File: config.mk
export PLATFORM = sky130hd
export DESIGN_NAME = spc_sleep_ctrl
export DESIGN_NICKNAME = d
export VERILOG_FILES = /design/src/spc_pkg.sv /design/src/spc_sleep_ctrl.sv
export VERILOG_INCLUDE_DIRS = /design/src
export SDC_FILE = /design/constraint.sdc
export NUM_CORES = 1
export LEC_CHECK = 0
export BUFFER_PORTS_ARGS = -buffer_cell sky130_fd_sc_hd__buf_4
export CAP_MARGIN = 20
export CORE_UTILIZATION = 25
export DETAILED_ROUTE_END_ITERATION = 8
export PLACE_DENSITY = 0.57
export SETUP_SLACK_MARGIN = 0.4
export SLEW_MARGIN = 15
export SYNTH_ARGS = -nofsm -noshare
export SYNTH_HDL_FRONTEND = slang
export SYNTH_SLANG_ARGS = --single-unit
File: constraint.sdc
create_clock -name sys_clk_in -period 1.8 [get_ports sys_clk_in]
set_input_delay 0.09 -clock sys_clk_in [delete_from_list [all_inputs] [get_ports sys_clk_in]]
set_output_delay 0.09 -clock sys_clk_in [all_outputs]
set_load 0.02 [all_outputs]
File: src/spc_defines.svh
// constants of the sleep and power-reduction controller: offsets, fields,
// reset values and wake timing counts; included by the package and top
`ifndef SPC_DEFINES_SVH
`define SPC_DEFINES_SVH

// ---------------------------------------------------------------------
// register byte offsets on the avalon slave
// ---------------------------------------------------------------------
`define SPC_OFF_MCU_CTRL    4'h0
`define SPC_OFF_PWR_RED     4'h4
`define SPC_OFF_CONFIG      4'h8
`define SPC_OFF_STATUS      4'hC

// ---------------------------------------------------------------------
// field positions
// ---------------------------------------------------------------------
`define SPC_SLEEP_ALLOW_BIT 5
`define SPC_MODE_MSB        4
`define SPC_MODE_LSB        3
`define SPC_PR_ADC_BIT      0
`define SPC_CFG_XTAL_BIT    0
`define SPC_CFG_INT0LVL_BIT 1
`define SPC_CFG_ADCEN_BIT   2
`define SPC_CFG_ADCREF_BIT  3
`define SPC_CFG_CMPOFF_BIT  4
`define SPC_CFG_CMPREF_BIT  5
`define SPC_CFG_WDTEN_BIT   6

// ---------------------------------------------------------------------
// sleep mode select codes and reset values
// ---------------------------------------------------------------------
`define SPC_MODE_IDLE       2'h0
`define SPC_MODE_NOISE      2'h1
`define SPC_MODE_PDOWN      2'h2
`define SPC_MODE_STBY       2'h3
`define SPC_MCU_CTRL_RST    3'h0
`define SPC_PWR_RED_RST     4'h0
`define SPC_CONFIG_RST      7'h00

// ---------------------------------------------------------------------
// wake timing in clock cycles
// ---------------------------------------------------------------------
`define SPC_STBY_WAKE_CYC   6
`define SPC_IRQ_HALT_CYC    4

`endif

File: src/spc_pkg.sv
// types shared by the sleep and power-reduction controller
// assumes spc_defines.svh sits in the include path
package spc_pkg;
	`include "spc_defines.svh"

	// controller sequence states
	typedef enum logic [2:0] {
		ST_ACTIVE,
		ST_SLEEP,
		ST_START,
		ST_HALT,
		ST_RESUME
	} spc_state_type;

	// clock domain and oscillator enables
	typedef struct packed {
		logic cpu;
		logic flash;
		logic io;
		logic adc;
		logic osc;
	} spc_clk_gate_type;

	// software configuration held beside the sleep fields
	typedef struct packed {
		logic wdt_en;
		logic cmp_int_ref;
		logic cmp_off;
		logic adc_ref;
		logic adc_en;
		logic external_irq_line_zero_level;
		logic xtal;
	} spc_cfg_type;
endpackage

File: src/spc_sleep_ctrl.sv
// sleep mode and peripheral power-reduction controller, one clock domain
// assumes a core that pulses sleep_instr_in and waits on core_halt_out,
// and wake sources that are synchronous to sys_clk_in
//
// Overview of operation
// - sleep instruction enters selected mode only when sleep-allow is one.
// - mode 00 idle stops core and flash clocks, others keep running.
// - idle wakes on any enabled interrupt, internal or external.
// - mode 01 noise reduction keeps only converter clock and oscillator.
// - noise mode wakes on conversion, store-ready, level line zero, pins, resets.
// - mode 10 power-down stops oscillator and every generated clock.
// - power-down wakes only on resets, level line zero, pin change.
// - mode 11 with crystal is standby: power-down with oscillator running.
// - standby wake-up latency is six clock cycles.
// - interrupt wake halts core four cycles past start-up, then handler.
// - register file and sram contents survive sleep and wake-up.
// - reset during sleep wakes the core at the reset vector.
// - converter enabled: entering idle or noise mode starts a conversion.
// - line zero wakes noise and power-down only when level sensed.
// - power reduction bit stops that peripheral clock in any mode.
// - stopped peripheral is frozen and its registers are blocked.
// - clearing the bit restarts the clock, peripheral state unchanged.
// - io and converter clocks both off: digital input buffers disabled.
// - power-down and standby force comparator off unless it uses vref.
// - enabled watchdog and converter stay enabled in every sleep mode.
// - brown-out detector stays active in sleep when its fuses enable it.
// - voltage reference powered only while detector, comparator or adc need it.
// - sleep-allow is control bit 5, mode select is bits 4 and 3.
//
// Decided for this implementation: the address map and register access over Avalon-MM.
`include "spc_defines.svh"
module spc_sleep_ctrl
	import spc_pkg::*;
#(
	parameter int OSC_START_CYC = 16
) (
	input  wire logic             sys_clk_in,
	input  wire logic             reset_n_in,
	input  wire logic [3:0]       avs_address_in,
	input  wire logic             avs_read_in,
	input  wire logic             avs_write_in,
	input  wire logic [31:0]      avs_writedata_in,
	input  wire logic [3:0]       avs_byteenable_in,
	output logic      [31:0]      avs_readdata_out,
	output logic                  avs_waitrequest_out,
	input  wire logic             sleep_instr_in,
	input  wire logic             irq_pending_in,
	input  wire logic             adc_done_irq_in,
	input  wire logic             store_ready_irq_in,
	input  wire logic             wdt_irq_in,
	input  wire logic             pin_change_irq_in,
	input  wire logic             external_irq_line_zero_irq_in,
	input  wire logic             ext_reset_in,
	input  wire logic             wdt_reset_in,
	input  wire logic             bod_reset_in,
	input  wire logic             bod_fuse_en_in,
	output spc_clk_gate_type      clk_gate_out,
	output logic      [3:0]       periph_clk_en_out,
	output logic      [3:0]       periph_reg_block_out,
	output logic                  core_halt_out,
	output logic                  irq_take_out,
	output logic                  reset_vector_out,
	output logic                  adc_start_out,
	output logic                  adc_en_out,
	output logic                  wdt_en_out,
	output logic                  bod_en_out,
	output logic                  vref_en_out,
	output logic                  comparator_power_off_out,
	output logic                  input_buf_en_out,
	output logic                  wake_buf_en_out
);

	// ---------------------------------------------------------------------
	// elaboration checks
	// ---------------------------------------------------------------------
	if (OSC_START_CYC < 1 || OSC_START_CYC > 255) begin : g_bad_start
		$error("OSC_START_CYC must lie in 1..255");
	end

	localparam logic [7:0] START_CNT = 8'(OSC_START_CYC - 1);
	localparam logic [7:0] STBY_CNT  = 8'(`SPC_STBY_WAKE_CYC - 1);
	localparam logic [7:0] HALT_CNT  = 8'(`SPC_IRQ_HALT_CYC - 1);

	// ---------------------------------------------------------------------
	// reset release through two flip-flops
	// ---------------------------------------------------------------------
	logic [1:0] rst_sync_q;
	logic       rst_n;

	always_ff @(posedge sys_clk_in or negedge reset_n_in) begin
		if (!reset_n_in)
			rst_sync_q <= 2'h0;
		else
			rst_sync_q <= {rst_sync_q[0], 1'b1};
	end
	assign rst_n = rst_sync_q[1];

	// ---------------------------------------------------------------------
	// helper functions
	// ---------------------------------------------------------------------
	// mode 11 without a crystal falls back to power-down, oscillator off
	function automatic logic is_deep(input logic [1:0] m);
		is_deep = (m == `SPC_MODE_PDOWN) || (m == `SPC_MODE_STBY);
	endfunction

	function automatic logic is_stby(input logic [1:0] m, input logic x);
		is_stby = (m == `SPC_MODE_STBY) && x;
	endfunction

	// clock enables per state; the core is frozen, never cleared
	function automatic spc_clk_gate_type gates(input spc_state_type s,
			input logic [1:0] m, input logic x);
		spc_clk_gate_type g;
		g = '{cpu: 1'b1, flash: 1'b1, io: 1'b1, adc: 1'b1, osc: 1'b1};
		unique case (s)
			ST_ACTIVE, ST_RESUME: ;
			ST_SLEEP: begin
				g.cpu   = 1'b0;
				g.flash = 1'b0;
				g.io    = (m == `SPC_MODE_IDLE);
				g.adc   = !is_deep(m);
				g.osc   = !is_deep(m) || is_stby(m, x);
			end
			ST_START: begin
				g = '{cpu: 1'b0, flash: 1'b0, io: 1'b0, adc: 1'b0, osc: 1'b1};
			end
			ST_HALT: begin
				g.cpu   = 1'b0;
				g.flash = 1'b0;
			end
		endcase
		return g;
	endfunction

	// ---------------------------------------------------------------------
	// register file and avalon slave
	// ---------------------------------------------------------------------
	logic [2:0]    mcu_ctrl_q, mcu_ctrl_d;   // allow, mode[1:0]
	logic [3:0]    pwr_red_q, pwr_red_d;
	spc_cfg_type   cfg_q, cfg_d;
	logic          ack_q, ack_d, wait_q, wait_d;
	logic [31:0]   rdata_q, rdata_d;
	spc_state_type state_q, state_d;
	logic [1:0]    mode_lat_q, mode_lat_d;
	logic          by_reset_q, by_reset_d;
	logic          sleep_allow;
	logic [1:0]    mode_sel;

	assign sleep_allow = mcu_ctrl_q[2];
	assign mode_sel    = mcu_ctrl_q[1:0];

	// one wait cycle per access; write lands on the edge waitrequest is low
	always_comb begin
		mcu_ctrl_d = mcu_ctrl_q;
		pwr_red_d  = pwr_red_q;
		cfg_d      = cfg_q;
		rdata_d    = rdata_q;
		ack_d      = (avs_read_in || avs_write_in) && !ack_q;
		wait_d     = !ack_d;
		if (avs_read_in && !ack_q) begin
			unique case (avs_address_in)
				`SPC_OFF_MCU_CTRL:
					rdata_d = {26'h0, mcu_ctrl_q, 3'h0};
				`SPC_OFF_PWR_RED:
					rdata_d = {28'h0, pwr_red_q};
				`SPC_OFF_CONFIG:
					rdata_d = {25'h0, cfg_q};
				`SPC_OFF_STATUS:
					rdata_d = {25'h0, by_reset_q, mode_lat_q,
						state_q != ST_ACTIVE, state_q};
				default:
					rdata_d = 32'h0;   // unmapped reads answer zero
			endcase
		end
		if (avs_write_in && ack_q && avs_byteenable_in[0]) begin
			unique case (avs_address_in)
				`SPC_OFF_MCU_CTRL:
					mcu_ctrl_d = avs_writedata_in[`SPC_SLEEP_ALLOW_BIT:
						`SPC_MODE_LSB];
				`SPC_OFF_PWR_RED:
					pwr_red_d = avs_writedata_in[3:0];
				`SPC_OFF_CONFIG:
					cfg_d = avs_writedata_in[6:0];
				default: ;   // status and unmapped ignore writes
			endcase
		end
	end

	always_ff @(posedge sys_clk_in or negedge rst_n) begin
		if (!rst_n) begin
			mcu_ctrl_q <= `SPC_MCU_CTRL_RST;
			pwr_red_q  <= `SPC_PWR_RED_RST;
			cfg_q      <= `SPC_CONFIG_RST;
			ack_q      <= 1'b0;
			wait_q     <= 1'b1;
			rdata_q    <= 32'h0;
		end else begin
			mcu_ctrl_q <= mcu_ctrl_d;
			pwr_red_q  <= pwr_red_d;
			cfg_q      <= cfg_d;
			ack_q      <= ack_d;
			wait_q     <= wait_d;
			rdata_q    <= rdata_d;
		end
	end

	// ---------------------------------------------------------------------
	// wake decode
	// ---------------------------------------------------------------------
	logic reset_src;
	logic external_irq_line_zero_lvl;
	logic wake_irq;

	assign reset_src = ext_reset_in || wdt_reset_in || bod_reset_in;
	// edge-sensed line zero cannot wake deeper modes
	assign external_irq_line_zero_lvl  = external_irq_line_zero_irq_in && cfg_q.external_irq_line_zero_level;

	always_comb begin
		unique case (mode_lat_q)
			`SPC_MODE_IDLE:
				wake_irq = irq_pending_in || adc_done_irq_in ||
					store_ready_irq_in || wdt_irq_in ||
					pin_change_irq_in || external_irq_line_zero_irq_in;
			`SPC_MODE_NOISE:
				wake_irq = adc_done_irq_in || store_ready_irq_in ||
					wdt_irq_in || pin_change_irq_in || external_irq_line_zero_lvl;
			default:
				wake_irq = pin_change_irq_in || external_irq_line_zero_lvl;
		endcase
	end

	// ---------------------------------------------------------------------
	// sleep sequence
	// ---------------------------------------------------------------------
	logic [7:0] cnt_q, cnt_d;
	logic       adc_kick;

	always_comb begin
		state_d    = state_q;
		cnt_d      = cnt_q;
		mode_lat_d = mode_lat_q;
		by_reset_d = by_reset_q;
		adc_kick   = 1'b0;
		unique case (state_q)
			ST_ACTIVE: begin
				if (sleep_instr_in && sleep_allow) begin
					state_d    = ST_SLEEP;
					mode_lat_d = mode_sel;
					by_reset_d = 1'b0;
					adc_kick   = cfg_q.adc_en && !is_deep(mode_sel);
				end
			end
			ST_SLEEP: begin
				if (reset_src || wake_irq) begin
					by_reset_d = reset_src;
					if (!is_deep(mode_lat_q)) begin
						state_d = reset_src ? ST_RESUME : ST_HALT;
						cnt_d   = HALT_CNT;
					end else begin
						state_d = ST_START;
						cnt_d   = is_stby(mode_lat_q, cfg_q.xtal) ?
							STBY_CNT : START_CNT;
					end
				end
			end
			ST_START: begin
				cnt_d = cnt_q - 8'h01;
				if (cnt_q == 8'h00) begin
					state_d = by_reset_q ? ST_RESUME : ST_HALT;
					cnt_d   = HALT_CNT;
				end
			end
			ST_HALT: begin
				cnt_d = cnt_q - 8'h01;
				if (cnt_q == 8'h00)
					state_d = ST_RESUME;
			end
			ST_RESUME: state_d = ST_ACTIVE;
			default:   state_d = ST_ACTIVE;
		endcase
	end

	always_ff @(posedge sys_clk_in or negedge rst_n) begin
		if (!rst_n) begin
			state_q    <= ST_ACTIVE;
			cnt_q      <= 8'h00;
			mode_lat_q <= `SPC_MODE_IDLE;
			by_reset_q <= 1'b0;
		end else begin
			state_q    <= state_d;
			cnt_q      <= cnt_d;
			mode_lat_q <= mode_lat_d;
			by_reset_q <= by_reset_d;
		end
	end

	// ---------------------------------------------------------------------
	// registered outputs, computed from the next state so they line up
	// with state_q; bus writes reach the outputs on the same edge, no added latency
	// ---------------------------------------------------------------------
	spc_clk_gate_type gate_q, gate_d;
	logic [3:0] pclk_q, pclk_d;
	logic       halt_q, halt_d, take_q, take_d, rvec_q, rvec_d;
	logic       kick_q, cmp_off_q, cmp_off_d, inbuf_q, inbuf_d;
	logic       vref_q, vref_d, deep_d;

	always_comb begin
		gate_d = gates(state_d, mode_lat_d, cfg_d.xtal);
		deep_d = (state_d == ST_SLEEP) && is_deep(mode_lat_d);
		// per-peripheral gate on top of the domain clock
		pclk_d = {gate_d.io, gate_d.io, gate_d.io, gate_d.adc} & ~pwr_red_d;
		halt_d = state_d != ST_ACTIVE;
		take_d = (state_d == ST_RESUME) && !by_reset_d;
		// reset wake goes to the vector
		rvec_d = (state_d == ST_RESUME) && by_reset_d;
		cmp_off_d = cfg_d.cmp_off || (deep_d && !cfg_d.cmp_int_ref);
		// input buffers off when io and adc clocks stop
		inbuf_d = gate_d.io || gate_d.adc;
		vref_d = bod_fuse_en_in || (cfg_d.adc_en && cfg_d.adc_ref) ||
			(!cmp_off_d && cfg_d.cmp_int_ref);
	end

	always_ff @(posedge sys_clk_in or negedge rst_n) begin
		if (!rst_n) begin
			gate_q    <= '{cpu: 1'b1, flash: 1'b1, io: 1'b1, adc: 1'b1,
				osc: 1'b1};
			pclk_q    <= 4'hF;
			halt_q    <= 1'b0;
			take_q    <= 1'b0;
			rvec_q    <= 1'b0;
			kick_q    <= 1'b0;
			cmp_off_q <= 1'b0;
			inbuf_q   <= 1'b1;
			vref_q    <= 1'b0;
		end else begin
			gate_q    <= gate_d;
			pclk_q    <= pclk_d;
			halt_q    <= halt_d;
			take_q    <= take_d;
			rvec_q    <= rvec_d;
			kick_q    <= adc_kick;
			cmp_off_q <= cmp_off_d;
			inbuf_q   <= inbuf_d;
			vref_q    <= vref_d;
		end
	end

	// core held by gating only; blocked while reduced
	assign clk_gate_out             = gate_q;
	assign periph_clk_en_out        = pclk_q;
	assign periph_reg_block_out     = pwr_red_q;
	assign core_halt_out            = halt_q;
	assign irq_take_out             = take_q;
	assign reset_vector_out         = rvec_q;
	assign adc_start_out            = kick_q;
	// enables pass through untouched by sleep
	assign adc_en_out               = cfg_q.adc_en;
	assign wdt_en_out               = cfg_q.wdt_en;
	assign comparator_power_off_out = cmp_off_q;
	assign input_buf_en_out         = inbuf_q;
	assign wake_buf_en_out          = rst_sync_q[1];   // wake pins always
	assign vref_en_out              = vref_q;
	assign avs_readdata_out         = rdata_q;
	assign avs_waitrequest_out      = wait_q;   // own flop, no inverter

	// detector follows its fuses in every mode
	logic bod_q;
	always_ff @(posedge sys_clk_in or negedge rst_n) begin
		if (!rst_n)
			bod_q <= 1'b0;
		else
			bod_q <= bod_fuse_en_in;
	end
	assign bod_en_out = bod_q;
endmodule

### Word level (Yosys, flattened, before mapping)

Cells that the tools add are included.

| word-level totals | value |
|---|---|
| register bits | 81 |
| output and inout port bits | 57 |
| input bits | 55 |

| operators by class | value |
|---|---|
| bitwise operators | 2 |
| add/subtract/negate cells | 1 |
| equality and inequality tests | 18 |
| reduce and logical (&&, ||, !) cells | 56 |
| muxes and demuxes | 28 |

Operators by type and width:

| cell | number |
|---|---|
| $pmux 7 s4 | 1 |
| $pmux 8 s3 | 1 |
| $logic_or 1x1->1 | 22 |
| $mux 3 | 7 |
| $mux 4 | 4 |
| $mux 8 | 2 |
| $logic_and 1x1->1 | 15 |
| $eq 2x2->1 const B | 6 |
| $eq 3x2->1 const B | 4 |
| $mux 6 | 2 |
| $pmux 3 s4 | 1 |
| $reduce_bool 3->1 | 3 |
| $eq 4x4->1 const B | 2 |
| $logic_not 8->1 | 1 |
| $sub 8x1->8 const B | 1 |
| $logic_not 1->1 | 7 |
| $eq 3x1->1 const B | 2 |
| $mux 2 | 3 |
| $pmux 3 s2 | 1 |
| $reduce_and 2->1 | 3 |
| $and 4x4->4 | 1 |
| $eq 4x3->1 const B | 1 |
| $logic_not 2->1 | 2 |
| $logic_not 4->1 | 1 |
| other kinds (8) | 12 |

### Longest topological paths before layout

| logic depth | value |
|---|---|
| depth in word-level cells | 16 |
| depth in mapped cells | 8 |
| depth with buffers taken out | 8 |

### Worst setup path before layout

No wires, ideal clock.

| path | value |
|---|---|
| kind | flip-flop to flip-flop |
| start | register cnt_q[0] |
| end | register halt_q (netlist: core_halt_out) |
| arrival time | 1984 ps |
| path slack | -323 ps |
| data required time | 1661 ps |
| buffers on the path | 0 |
| stages on the path, launching flop included | 9 |
| period minus slack after synthesis | 2123 ps |
| cells stage by stage | dfrtp_1 > inv_1 > ha_1 > nor3b_4 > nand3_1 > o21ai_0 > and2_4 > inv_2 > or4_4 |

| between the ends | value |
|---|---|
| longest elaborated chain between the ends | 4 |
| elaborated cells between the ends (all ways) | 5 |
| classes of those cells | mux: 3; reduce/logical: 2 |

RTL lines:

| element | RTL line | source |
|---|---|---|
| from (decl) | spc_sleep_ctrl.sv:235 | `logic [7:0] cnt_q, cnt_d;` |
| from (signal assigned) | spc_sleep_ctrl.sv:291 | `cnt_q <= cnt_d;` |
| $logic_not 8->1 * | spc_sleep_ctrl.sv:268, spc_sleep_ctrl.sv:275 |  |
| $mux 3 (on tied branches) | spc_sleep_ctrl.sv:275, spc_sleep_ctrl.sv:268 |  |
| $pmux 3 s4 * | spc_sleep_ctrl.sv:244 | `unique case (state_q)` |
| named net state_d[1] | spc_sleep_ctrl.sv:143 | `spc_state_type state_q, state_d;` |
| $reduce_bool 3->1 * | spc_sleep_ctrl.sv:312 | `halt_d = state_d != ST_ACTIVE;` |
| named net halt_d | spc_sleep_ctrl.sv:303 | `logic halt_q, halt_d, take_q, take_d, rvec_q, rvec_d;` |
| to (signal assigned) | spc_sleep_ctrl.sv:338 | `halt_q <= halt_d;` |
| to (decl) | spc_sleep_ctrl.sv:303 |  |

The timed path passes the listed nets; every way through them passes the cells marked *.
A chain may end at the register's enable or synchronous reset.

### Final worst setup path

| path | value |
|---|---|
| start | register cnt_q[1] |
| end | register halt_q (netlist: core_halt_out) |

The elaborated chain is that of the path after synthesis.

==> results.sh <==
export IMPL_syn_to_final_growth_pct=50.28
export IMPL_synthTopCellsByArea="dfrtp_1 41%, dfstp_2 9.7%, buf_4 7.2%"
export IMPL_cts_sinks=55
export IMPL_diodes=0
export IMPL_layout_drive_gt1_share_pct=54.01
export IMPL_yosysWarnings=0
export IMPL_setup_ws_ns=-0.2188
export IMPL_syn_cell_area_sq_mm=0.002718
export IMPL_use_met1_pct=17.48
export IMPL_critPathMaxFanout=3
export IMPL_critPathKind="reg -> reg"
export IMPL_violations="negative setup slack"
export IMPL_fin_util_pct=39.21
export IMPL_hold_viol_final=0
export IMPL_grt_pass1_vias=2400
export IMPL_vias=2305
export IMPL_setup_viol=14
export IMPL_outcome="finished, violations left"
export IMPL_cts_tree="done"
export IMPL_p_per_area_mw_per_mm2=1282
export IMPL_seqPwrFrac_pct=34.7
export IMPL_ir_drop_uv=712.3
export IMPL_die_w_microns=106.3
export IMPL_clkLatencyLatePin_ns=0.32
export IMPL_grt_max_degree=32
export IMPL_clockBufferDepth=2
export IMPL_grtUsageMet3_pct=3.311
export IMPL_p_leak_uw=0.001903
export IMPL_ys_seq_area_share_pct=51.10
export IMPL_synth_seq_cells=55
export IMPL_maxSlewViolCount=0
export IMPL_ys_async_sr_fraction_pct=100.0
export IMPL_core_area_sq_mm=0.01042
export IMPL_max_freq_ghz=0.4954
export IMPL_io_pins=112
export IMPL_globalplace_congestion=0.8844
export IMPL_viasPerCell=4.520
export IMPL_finalCriticalPeriod_ns=2.019
export IMPL_wl_per_cell_microns=15.50
export IMPL_ant_nets=0
export IMPL_clk_pin_slew_ns=0.11
export IMPL_clock_skew_ns=0.008947
export IMPL_gr_total_overflow=0
export IMPL_synth_edf_count=0
export IMPL_drtIter0Drc=116
export IMPL_hp_class="in -> reg"
export IMPL_dp_hpwl_mm=5.687
export IMPL_critPathLaunchType="register"
export IMPL_cap_violations=0
export IMPL_dp_cells=484
export IMPL_cts_root_buf="clkbuf_8"
export IMPL_dr_pass1_iters=4
export IMPL_num_rows=37
export IMPL_drc_errors=0
export IMPL_grt_first_pass_wirelength_mm=12.25
export IMPL_combPwrFrac_pct=51.6
export IMPL_h_tree_depth=2
export IMPL_period_share_pct=112.2
export IMPL_switching_share_pct=38.61
export IMPL_critPathCaptureType="register"
export IMPL_clockPowerShare_pct=13.7
export IMPL_synth_distinct_cells=47
export IMPL_die_h_microns=106.3
export IMPL_rsz0062_at_grt="yes"
export IMPL_final_cells=510
export IMPL_final_nets=429
export IMPL_synth_main_ff_cell="dfrtp_1"
export IMPL_worst_ep_arrival_time_ns=2.22
export IMPL_gr_max_usage_layer="met2"
export IMPL_synth_top_area_share_pct=41.44
export IMPL_cp_data_required_time_ns=2.00
export IMPL_grtUsageTotal_pct=14.15
export IMPL_synthCells=260
export IMPL_routed_wl_mm=7.904
export IMPL_antenna_found_initial=0
export IMPL_dieArea_sq_mm=0.01129
export IMPL_cts_buffers=5
export IMPL_internal_power_uw=3215
export IMPL_net_switching_power_uw=2022
export IMPL_syn_area_per_cell_sq_um=10.45
export IMPL_use_met2_pct=23.79
export IMPL_initial_core_util_pct=26.09
export IMPL_post_synth_top_area_cell="dfrtp_1"
export IMPL_io_buffers=58
-- cells in the final DEF, fill, tap and decap left out, drive strengths merged, types with 7 or more instances in the layout --
master  synthesis  layout
inv            15      16
nor2           18      18
dfstp          10      10
o21ai          18      18
mux2           15      15
dfrtp          45      45
conb            2      26
nor3            7       7
buf            28     112
nand2          21      21
-- logic make-up after synthesis --
| kind of cell | count (synthesis) | synth area share, % |
|---|---|---|
| flops | 55 | 51.10 |
| mux | 20 | 8.517 |
| other cells | 2 | 0.2763 |
| fa+ha+maj | 1 | 0.4603 |
| simple gates | 75 | 14.18 |
| buf+inv | 48 | 10.22 |
| compound gates | 59 | 15.24 |
-- final timing paths --
check | to | startpoint | depth (start not counted) | slack, ns
setup / recovery | core_halt_out$_DFF_PN0_ | cnt_q[1]$_DFFE_PN0P_ | 7 | -0.22
hold / removal | cfg_q[5]$_DFF_PN0_ | avs_writedata_in[5] | 3 | 0.008
hold reg to reg | irq_take_out$_DFF_PN0_ | rst_sync_q[1]$_DFF_PN0_ | 1 | 0.29
setup reg to reg | core_halt_out$_DFF_PN0_ | cnt_q[1]$_DFFE_PN0P_ | 7 | -0.22
min in group asynchronous | rst_sync_q[1]$_DFF_PN0_ | reset_n_in | 2 | 0.08
max in group asynchronous | avs_waitrequest_out$_DFF_PN1_ | rst_sync_q[1]$_DFF_PN0_ | 1 | 1.13
-- sequential cells by signal (all words and copies together) (netlist names), 2 cells and up --
register	cells
state_q	3
periph_reg_block_out	4
rst_sync_q	2
cnt_q	8
avs_readdata_out	7
clk_gate_out	4
periph_clk_en_out	4
mode_lat_q	2
mcu_ctrl_q	3
cfg_q	5
-- synthesized netlist by cell type (4+ instances only) --
cell type	count
nand3_1	6
or3_1	4
o21ai_0	17
dfrtp_1	45
nand2_1	21
clkbuf_1	5
a22o_1	6
buf_4	26
dfstp_2	10
a21oi_1	6
a22oi_1	6
mux2_2	15
nor3_1	7
mux2i_1	4
inv_1	14
nor2_1	18
a211oi_1	5
-- worst max-delay path: stages, from the launching register on --
cell	delay [ns]
dfrtp_1	0.39
inv_2	0.08
ha_4	0.14
nor3b_4	0.20
nand3_2	0.16
mux2i_2	0.19
or2_4	0.24
or4_4	0.50
-- layout make-up --
class / count / area, sq um
Clock buffer: 6 / 72.57
Clock inverter: 2 / 16.27
Fill cell: 1025 / 6332
Inverter: 15 / 56.30
Multi-Input combinational cell: 181 / 1444
Sequential cell: 55 / 1390
Tap cell: 136 / 170.2
Timing Repair Buffer: 115 / 934.6
-- power by group through the flow --
stage	sequential [uW]	clock, uW	combinational, uW
finish	1820	718	2700
global route	1860	791	2890
CTS	1810	744	2560
detailed placement	1830	0	2230
global placement	1830	0	2190
floorplan	1990	0	1180
-- layer usage --
metal / vias to the layer above / routed length (microns)
li1: 1091 / -
met1: 1130 / 3441
met2: 67 / 3935
met3: 17 / 354
met4: 0 / 173
met5: - / 0
-- through the flow --
step | hold slack, ns | total power, uW | TNS, ns | setup slack (ns) | cell area, sq um
final | 0.007883 | 5237 | -1.727 | -0.2188 | 4084
after global routing | 0.006919 | 5540 | -3.427 | -0.2938 | 4084
after CTS | 0.002337 | 5119 | -1.505 | -0.1955 | 3983
after detailed placement | -0.1229 | 4062 | -1.427 | -0.2331 | 3576
after global placement | -0.1241 | 4025 | -0.7134 | -0.1643 | 3576
after floorplan | -0.2056 | 3167 | -0.6377 | -0.2360 | 2919
-- what timing repair did --
| action | CTS | global route |
|---|---|---|
| pin swaps | 19 | 12 |
| setup endpoints to repair | 43 | 48 |
| setup buffers | 10 | 5 |
| resized for setup | 53 | 21 |
| hold buffers | 3 | 0 |
| hold endpoints to repair | 5 | 0 |
Note: power is estimated with default switching activity, not from simulation.
